### src/pkg/sector_lock_pkg.sv
// shared constants, command codes and field layout for the sector lock block
// assumes one clock domain and a host on the same clock issuing lock commands
// Functional notes
// one nonvolatile bit per sector; 0 blocks program and erase, survives reset
// program-nonvolatile-lock clears the addressed sector bit to 0, byte-program long
// erase-nonvolatile-locks sets every sector bit back to 1, sector-erase long
// read-nonvolatile-locks returns the addressed sector nonvolatile bit
// volatile write-lock bit 0 at 1 blocks program and erase of the sector
// write-volatile-locks loads the addressed volatile register; 1 sets write-lock
// any reset clears every volatile lock bit of every sector to 0
// read-volatile-locks returns the addressed volatile register
// write-volatile-locks runs only while lock-down bit 1 is 0, else ignored
// lock-down at 1 refuses writes to both volatile bits until power cycle; the code also clears it on sys_rst
// power-up leaves lock-down and write-lock of every sector at 0
// nonvolatile program and erase rejected while global freeze is 0
// first and last sectors carry volatile locks per 4KB subsector
// sector protected when nonvolatile bit is 0 or write-lock is 1
// upper six bits of each volatile register read as 0
package sector_lock_pkg;

    typedef enum logic [2:0] {
        OP_RD_NV    = 3'h0,
        OP_PROG_NV  = 3'h1,
        OP_ERASE_NV = 3'h2,
        OP_RD_V     = 3'h3,
        OP_WR_V     = 3'h4
    } cmd_op_t;

    localparam int          CLK_PERIOD_NS   = 8;
    localparam int          NUM_SECT_DEF    = 512;
    localparam int          SUB_PER_SECT    = 16;
    localparam int          SUB_W           = 4;
    localparam int          PROG_TIME_NS    = 1000;
    localparam int          ERASE_TIME_NS   = 1000000;
    localparam int          VLK_WL_BIT      = 0;
    localparam int          VLK_LD_BIT      = 1;
    localparam logic [1:0]  VLK_RESET       = 2'h0;
    localparam logic        NV_LOCKED       = 1'b0;
    localparam logic        NV_OPEN         = 1'b1;

endpackage : sector_lock_pkg

### src/design/sector_lock_protection.sv
// per-sector nonvolatile and volatile write protection with a lock command port
// assumes host logic on mclk; commands taken only while cmd_ready is high
module sector_lock_protection #(
    parameter int NUM_SECT      = sector_lock_pkg::NUM_SECT_DEF,
    parameter int PROG_TIME_NS  = sector_lock_pkg::PROG_TIME_NS,
    parameter int ERASE_TIME_NS = sector_lock_pkg::ERASE_TIME_NS,
    parameter int SECT_W        = $clog2(NUM_SECT)
) (
    input  wire logic                         mclk,
    input  wire logic                         sys_rst,
    input  wire logic                         cmd_valid,
    input  wire sector_lock_pkg::cmd_op_t     cmd_op,
    input  wire logic [SECT_W-1:0]            cmd_sect,
    input  wire logic [sector_lock_pkg::SUB_W-1:0] cmd_sub,
    input  wire logic [7:0]                   cmd_wdata,
    input  wire logic                         global_freeze,
    input  wire logic [SECT_W-1:0]            chk_sect,
    input  wire logic [sector_lock_pkg::SUB_W-1:0] chk_sub,
    output logic                              cmd_ready,
    output logic                              rsp_valid,
    output logic [7:0]                        rsp_data,
    output logic                              cmd_reject,
    output logic                              chk_prot
);
    import sector_lock_pkg::*;

    // ============================================================
    // sizing and timing
    localparam int NV_ENT    = NUM_SECT - 2 + 2 * SUB_PER_SECT;
    localparam int VI_W      = $clog2(NV_ENT);
    localparam int PROG_CYC  = ((PROG_TIME_NS + CLK_PERIOD_NS - 1) / CLK_PERIOD_NS < 1) ? 1 :
                               (PROG_TIME_NS + CLK_PERIOD_NS - 1) / CLK_PERIOD_NS;
    localparam int ERASE_CYC = ((ERASE_TIME_NS + CLK_PERIOD_NS - 1) / CLK_PERIOD_NS < 1) ? 1 :
                               (ERASE_TIME_NS + CLK_PERIOD_NS - 1) / CLK_PERIOD_NS;

    typedef enum logic {ST_IDLE, ST_BUSY} state_t;

    // subsector map: end sectors get one volatile entry per 4KB subsector
    function automatic logic [VI_W-1:0] vidx(input logic [SECT_W-1:0] s,
                                             input logic [SUB_W-1:0]  b);
        logic [31:0] r;
        r = 32'(s) + 32'(SUB_PER_SECT - 1);
        if (s == '0)
            r = 32'(b);
        else if (32'(s) == 32'(NUM_SECT - 1))
            r = 32'(NUM_SECT + SUB_PER_SECT - 2) + 32'(b);
        return r[VI_W-1:0];
    endfunction

    // ============================================================
    // storage
    // nonvolatile bits ignore sys_rst; they start open, as shipped
    logic [NUM_SECT-1:0] nv_r = '1;
    logic [1:0]          vlk_r [NV_ENT];

    state_t              state_r;
    cmd_op_t             op_r;
    logic [SECT_W-1:0]   sect_r;
    logic [31:0]         cnt_r;
    logic                cmd_ready_r;
    logic                rsp_valid_r;
    logic [7:0]          rsp_data_r;
    logic                rej_r;
    logic                chk_prot_r;

    logic                accept;
    logic [VI_W-1:0]     cidx;
    logic [1:0]          v_sel;
    logic                nv_sel;
    logic                v_we;
    logic                nv_start;
    logic                nv_done;
    logic                nv_chk;
    logic [1:0]          v_chk;
    logic                prot_nxt;

    assign accept   = cmd_valid && cmd_ready_r;
    assign cidx     = vidx(cmd_sect, cmd_sub);
    assign v_sel    = vlk_r[cidx];
    assign nv_sel   = nv_r[cmd_sect];
    // freeze gate on nonvolatile ops
    assign nv_start = accept && global_freeze &&
                      (cmd_op == OP_PROG_NV || cmd_op == OP_ERASE_NV);
    // lock-down gate on volatile writes
    assign v_we     = accept && (cmd_op == OP_WR_V) && !v_sel[VLK_LD_BIT];
    assign nv_done  = (state_r == ST_BUSY) && (cnt_r == 32'h0);

    // ============================================================
    // command sequencer
    always_ff @(posedge mclk) begin
        if (sys_rst) begin
            state_r     <= ST_IDLE;
            op_r        <= OP_RD_NV;
            sect_r      <= '0;
            cnt_r       <= 32'h0;
            cmd_ready_r <= 1'b0;
        end else begin
            case (state_r)
                ST_IDLE: begin
                    cmd_ready_r <= 1'b1;
                    if (nv_start) begin
                        state_r     <= ST_BUSY;
                        op_r        <= cmd_op;
                        sect_r      <= cmd_sect;
                        cmd_ready_r <= 1'b0;
                        cnt_r       <= (cmd_op == OP_PROG_NV) ? 32'(PROG_CYC - 1)
                                                              : 32'(ERASE_CYC - 1);
                    end
                end
                ST_BUSY: begin
                    if (nv_done) begin
                        state_r     <= ST_IDLE;
                        cmd_ready_r <= 1'b1;
                    end else begin
                        cnt_r <= cnt_r - 32'h1;
                    end
                end
                default: begin
                    state_r     <= ST_IDLE;
                    cmd_ready_r <= 1'b0;
                end
            endcase
        end
    end

    // ============================================================
    // nonvolatile bits, committed when the timed operation ends
    // an abort by reset leaves the bits untouched, like a cut-off program pulse
    always_ff @(posedge mclk) begin
        if (!sys_rst && nv_done) begin
            // program clears one bit
            if (op_r == OP_PROG_NV)
                nv_r[sect_r] <= NV_LOCKED;
            // erase opens all
            else
                nv_r <= '1;
        end
    end

    // ============================================================
    // volatile lock registers, one per sector or end subsector
    for (genvar i = 0; i < NV_ENT; i++) begin : g_vlk
        always_ff @(posedge mclk) begin
            // reset clears all
            if (sys_rst)
                vlk_r[i] <= VLK_RESET;
            // guarded update
            else if (v_we && cidx == VI_W'(i))
                vlk_r[i] <= cmd_wdata[1:0];
        end
    end

    // ============================================================
    // answers to reads and refusals
    always_ff @(posedge mclk) begin
        if (sys_rst) begin
            rsp_valid_r <= 1'b0;
            rsp_data_r  <= 8'h00;
            rej_r       <= 1'b0;
        end else begin
            rsp_valid_r <= accept && (cmd_op == OP_RD_NV || cmd_op == OP_RD_V);
            rej_r       <= accept && !nv_start && !v_we &&
                           (cmd_op == OP_PROG_NV || cmd_op == OP_ERASE_NV ||
                            cmd_op == OP_WR_V);
            // nonvolatile readback
            if (accept && cmd_op == OP_RD_NV)
                rsp_data_r <= {7'h00, nv_sel};
            // volatile readback
            else if (accept && cmd_op == OP_RD_V)
                rsp_data_r <= {6'h00, v_sel};
        end
    end

    // ============================================================
    // protection query for the program/erase engine
    assign nv_chk   = nv_r[chk_sect];
    assign v_chk    = vlk_r[vidx(chk_sect, chk_sub)];
    // either guard protects
    assign prot_nxt = (nv_chk == NV_LOCKED) || v_chk[VLK_WL_BIT];

    always_ff @(posedge mclk) begin
        if (sys_rst)
            chk_prot_r <= 1'b0;
        else
            chk_prot_r <= prot_nxt;
    end

    assign cmd_ready  = cmd_ready_r;
    assign rsp_valid  = rsp_valid_r;
    assign rsp_data   = rsp_data_r;
    assign cmd_reject = rej_r;
    assign chk_prot   = chk_prot_r;

    // ============================================================
    // checks
    logic [VI_W-1:0] widx_q_r;
    logic [1:0]      vw_q;
    logic [1:0]      wv_bits;

    always_ff @(posedge mclk) begin
        if (sys_rst)
            widx_q_r <= '0;
        else if (accept)
            widx_q_r <= cidx;
    end
    assign vw_q    = vlk_r[widx_q_r];
    assign wv_bits = cmd_wdata[1:0];

    a_nv_prog_clear: assert property (@(posedge mclk) disable iff (sys_rst)
        nv_done && op_r == OP_PROG_NV |=> nv_r[sect_r] == NV_LOCKED)
        else $error("program did not lock the sector");
    a_nv_erase_all: assert property (@(posedge mclk) disable iff (sys_rst)
        nv_done && op_r == OP_ERASE_NV |=> (&nv_r))
        else $error("erase left a sector locked");
    a_freeze_reject: assert property (@(posedge mclk) disable iff (sys_rst)
        accept && !global_freeze && (cmd_op == OP_PROG_NV || cmd_op == OP_ERASE_NV)
        |=> rej_r && cmd_ready_r && state_r == ST_IDLE)
        else $error("nonvolatile op ran while frozen");
    a_prog_time: assert property (@(posedge mclk) disable iff (sys_rst)
        nv_start && cmd_op == OP_PROG_NV |=> !cmd_ready_r [*1] ##(PROG_CYC) cmd_ready_r)
        else $error("program busy time wrong");
    // a busy engine must not take a command or answer a read
    a_busy_blocked: assert property (@(posedge mclk) disable iff (sys_rst)
        state_r == ST_BUSY |-> !cmd_ready_r && !rsp_valid_r)
        else $error("command taken during nonvolatile operation");
    a_rd_nv_data: assert property (@(posedge mclk) disable iff (sys_rst)
        accept && cmd_op == OP_RD_NV |=> rsp_valid_r && rsp_data_r == {7'h00, $past(nv_sel)})
        else $error("nonvolatile readback wrong");
    a_rd_v_data: assert property (@(posedge mclk) disable iff (sys_rst)
        accept && cmd_op == OP_RD_V |=> rsp_valid_r && rsp_data_r == {6'h00, $past(v_sel)})
        else $error("volatile readback wrong");
    a_wr_v_update: assert property (@(posedge mclk) disable iff (sys_rst)
        v_we |=> vw_q == $past(wv_bits))
        else $error("volatile write not stored");
    a_lockdown_hold: assert property (@(posedge mclk) disable iff (sys_rst)
        accept && cmd_op == OP_WR_V && v_sel[VLK_LD_BIT] |=> vw_q == $past(v_sel) && rej_r)
        else $error("locked-down register changed");
    a_vol_reset: assert property (@(posedge mclk)
        sys_rst |=> vw_q == VLK_RESET && v_sel == VLK_RESET && v_chk == VLK_RESET &&
                    !chk_prot_r)
        else $error("volatile bits survived reset");
    a_prot_nv: assert property (@(posedge mclk) disable iff (sys_rst)
        nv_chk == NV_LOCKED |=> chk_prot_r)
        else $error("nonvolatile lock not honoured");
    a_prot_vol: assert property (@(posedge mclk) disable iff (sys_rst)
        v_chk[VLK_WL_BIT] |=> chk_prot_r)
        else $error("write-lock not honoured");
    a_prot_free: assert property (@(posedge mclk) disable iff (sys_rst)
        nv_chk == NV_OPEN && !v_chk[VLK_WL_BIT] |=> !chk_prot_r)
        else $error("sector protected without cause");

    c_prog_done:  cover property (@(posedge mclk) disable iff (sys_rst)
        nv_done && op_r == OP_PROG_NV);
    c_erase_done: cover property (@(posedge mclk) disable iff (sys_rst)
        nv_done && op_r == OP_ERASE_NV);
    c_lockdown:   cover property (@(posedge mclk) disable iff (sys_rst)
        v_we && wv_bits == 2'h3);
    c_refused:    cover property (@(posedge mclk) disable iff (sys_rst)
        rej_r);

endmodule // sector_lock_protection

### config.mk
export PLATFORM = sky130hd
export DESIGN_NAME = sector_lock_protection
export DESIGN_NICKNAME = d
export VERILOG_FILES = /design/src/pkg/sector_lock_pkg.sv /design/src/design/sector_lock_protection.sv
export SDC_FILE = /design/constraint.sdc
export NUM_CORES = 2
export LEC_CHECK = 0
export BUFFER_PORTS_ARGS = -buffer_cell sky130_fd_sc_hd__buf_2
export CORE_ASPECT_RATIO = 1.75
export CORE_MARGIN = 2
export CORE_UTILIZATION = 43
export CTS_CLUSTER_DIAMETER = 40
export CTS_CLUSTER_SIZE = 16
export DETAILED_ROUTE_END_ITERATION = 16
export GPL_TIMING_DRIVEN = 1
export SYNTH_ARGS = -nofsm -noshare
export SYNTH_HDL_FRONTEND = slang
export SYNTH_SLANG_ARGS = --single-unit
### constraint.sdc
create_clock -name mclk -period 26 [get_ports mclk]
set_input_delay 5.2 -clock mclk [delete_from_list [all_inputs] [get_ports mclk]]
set_output_delay 5.2 -clock mclk [all_outputs]
set_load 0.03 [all_outputs]
==> flow_metrics.env <==
export IMPL_fp_coreArea_mm2=0.228
export IMPL_hpwlAfterDp_um=244000
export IMPL_grt_total_usage=0.329
export IMPL_synth_seq_cells=1647
export IMPL_worstSetupPathType="input port to flip-flop"
export IMPL_clockBufferDepth=4
export IMPL_cp_max_fo=152
export IMPL_drive_gt1_frac=0.216
export IMPL_yosys_area_top_type="edfxtp_1"
export IMPL_cts_made_buffers=174
export IMPL_finalCritPeriodShare=0.618
export IMPL_ys_warn_count=0
export IMPL_layout_min_cycle_time_ns=16.07
export IMPL_layout_nets=8883
export IMPL_cts_tree="done"
export IMPL_rows=232
export IMPL_synthArstFlopShare=0
export IMPL_drt_iter0_drc=11200
export IMPL_grt_max_degree=232
export IMPL_antenna_found_initial=27
export IMPL_cp_cell_sequence="buf_2 > nor4_1 > nand4b_1 > a21o_4 > nand2_4 > buf_4 > buf_4 > a211oi_1 > a311oi_1 > or4_1 > a32oi_1 > nand4_1 > o21ai_1 > o2111ai_4 > buf_12 > buf_12 > buf_4 > buf_4 > buf_4 > nor3_2"
export IMPL_synthTopCellsByArea="edfxtp_1, nand2_1, mux4_2"
export IMPL_critPathRequiredTime_ns=26.57
export IMPL_fillers=21200
export IMPL_setup_tns_ns=0
export IMPL_worstSetupStartpointType="input port"
export IMPL_worst_setup_path_end_kind="flip-flop"
export IMPL_wl_per_cell_um=32.7
export IMPL_yosysTopAreaCellShare=0.488
export IMPL_ir_drop_mv=0.0738
export IMPL_p_leak_uw=0.0302
export IMPL_crit_arrival_ns=16.64
export IMPL_synth_cell_type_count=79
export IMPL_worst_pin_slew_ns=1.46
export IMPL_dr_pass1_iters=10
export IMPL_cts_max_level=4
export IMPL_drc=0
export IMPL_grt_overflow=0
export IMPL_hp_class="flip-flop to flip-flop"
export IMPL_netlist_area_mm2=0.0981
export IMPL_clk_pin_slew_ns=0.06
export IMPL_rsz0062_at_grt="no"
export IMPL_die_area_mm2=0.232
export IMPL_max_clock_freq_mhz=62.2
export IMPL_die_w_um=365
export IMPL_slew_headroom=0.0233
export IMPL_post_cts_resize_count=0
export IMPL_viasPerCell=6.87
export IMPL_vias=82600
export IMPL_grt_pass1_vias=80800
export IMPL_io_pins=53
export IMPL_fp_dieH_um=636
export IMPL_postCtsSetupBuffers=0
export IMPL_power_density_mw_per_mm2=64.5
export IMPL_area_growth_pct=7.44
export IMPL_cpMostUsedCell="buf_4"
export IMPL_dp_cells=11700
export IMPL_slew_viol_final=0
export IMPL_hold_viol=0
export IMPL_p_total_uw=6800
export IMPL_setup_violations_final=0
export IMPL_yosysSeqAreaShare=0.499
export IMPL_status="finished, final reports clean"
export IMPL_cts_root_buf="clkbuf_16"
export IMPL_skew_ns=0.0551
export IMPL_finalWirelength_um=393000
export IMPL_place_congestion=0.972
export IMPL_grt_pass1_wl_um=561000
export IMPL_fin_cells=12000
export IMPL_hold_buffers=0
export IMPL_ant_nets=0
export IMPL_hold_ws_ns=0.456
export IMPL_cpPeakStageDelay_ns=1.04
export IMPL_synth_ff_type="edfxtp_1"
export IMPL_syn_inst=9439
export IMPL_numPortBuffers=40
export IMPL_slowest_stage="buf_4"
export IMPL_synth_avg_cell_area_um2=10.4
export IMPL_initial_core_util=0.431
export IMPL_clock_latency_ns=0.89
export IMPL_synth_edf_count=1596
export IMPL_maxCapViolations=0
export IMPL_clock_sinks=1647
[routing by layer]
metal | global-route usage | share of wire | up-vias
met5 | 0 | 0.00040 | -
met4 | 0.299 | 0.11 | 24
met3 | 0.0628 | 0.098 | 1697
met2 | 0.526 | 0.47 | 5706
met1 | 0.371 | 0.32 | 40900
li1 | - | - | 34200
[report_power, final]
group,internal [µW],leakage (µW),switching [µW],total [µW]
Combinational,222,0.0130,977,1200
Clock,1430,0.00278,1180,2610
Sequential,2950,0.0145,35.8,2990
Total,4600,0.0302,2190,6800
[cells by family after synthesis]
logic type,Yosys count,share of synthesized area
adders and majority gates,10,0.00128
other,1,0.0000382
xor gates and xnor gates,37,0.00330
buffers and inverters,1067,0.0509
AOI/OAI and AO/OA,1692,0.123
muxes,363,0.0776
DFF,1647,0.499
and+or+nand+nor,4622,0.245
[sequential cells by signal, summed over array words and instances (netlist names)]
signal / cells
chk_prot: 1
rsp_valid: 1
op_r: 3
vlk_r: 1084
nv_r: 512
rsp_data: 2
state_r: 1
cmd_reject: 1
cmd_ready: 1
sect_r: 9
cnt_r: 32
[synthesized netlist by cell type, drive strengths merged (11+ instances only)]
cell    count
mux2i      33
dfxtp      51
a31o      545
nand3     554
mux4      317
mux2       13
o22ai      15
o21ai     546
nor3     1052
and3      197
a22oi      14
nand2    2295
a21oi      55
a32oi      11
xor2       13
nor2b      15
or3        11
or4        16
edfxtp   1596
nor2      304
clkbuf    668
nor4       85
nand4      42
inv        14
a311oi    198
buf       385
a211oi    123
xnor2      24
a31oi     103
[worst max-delay path: cells and delay by family]
kind / cells / cell delay, ns
buffers and inverters: 8 / 6.29
AND/OR/NAND/NOR: 6 / 2.32
AO/OA/AOI/OAI: 6 / 2.17
[through the flow]
step,util,area [µm²],setup slack [ns]
floorplan,-,98100,7.76
CTS,0.463,105000,10.29
finish,0.463,105000,9.93
global placement,0.438,99600,9.66
global route,0.463,105000,9.68
detailed placement,0.438,99600,9.39
[path summary, 6_finish.rpt]
kind                    to  cells after the start  slack (ns)          start
max          vlk_r[251][1]                     20        9.93    cmd_sect[4]
min                op_r[2]                      2        0.46        op_r[2]
max reg2reg  vlk_r[310][0]                     12       18.11  vlk_r[499][1]
min reg2reg        op_r[2]                      2        0.46        op_r[2]
[cell type report]
type                       instances  area (µm²)  area share
clock inverter                   107        1210      0.0114
sequential                      1647       48900       0.464
timing repair buffer             265        2130      0.0202
tap                             3042        3810      0.0361
inverter                          14        52.6    0.000498
clock buffer                     198        4540      0.0430
multi-input combinational       6730       44700       0.424
antenna                           18        45.0    0.000427
[cells in the final DEF (no fill, tap or decap), types with 20 or more instances in the layout]
master        n
buf_2        34
a31oi_1     101
and3_1      196
inv_6        22
nand2_1    2276
o21ai_0     541
dfxtp_1      51
nand4_1      42
xnor2_1      23
a211oi_1    122
clkbuf_16   177
mux4_2      317
a31o_1      269
buf_4       210
nor2_1      288
nor3_1      343
nand3_1     545
a21oi_1      55
mux2i_1      33
a31o_2      275
clkinv_4     20
nor3_2      705
nor4_1       82
a311oi_1    197
edfxtp_1   1596
Note: power is estimated with default switching activity, not from simulation.
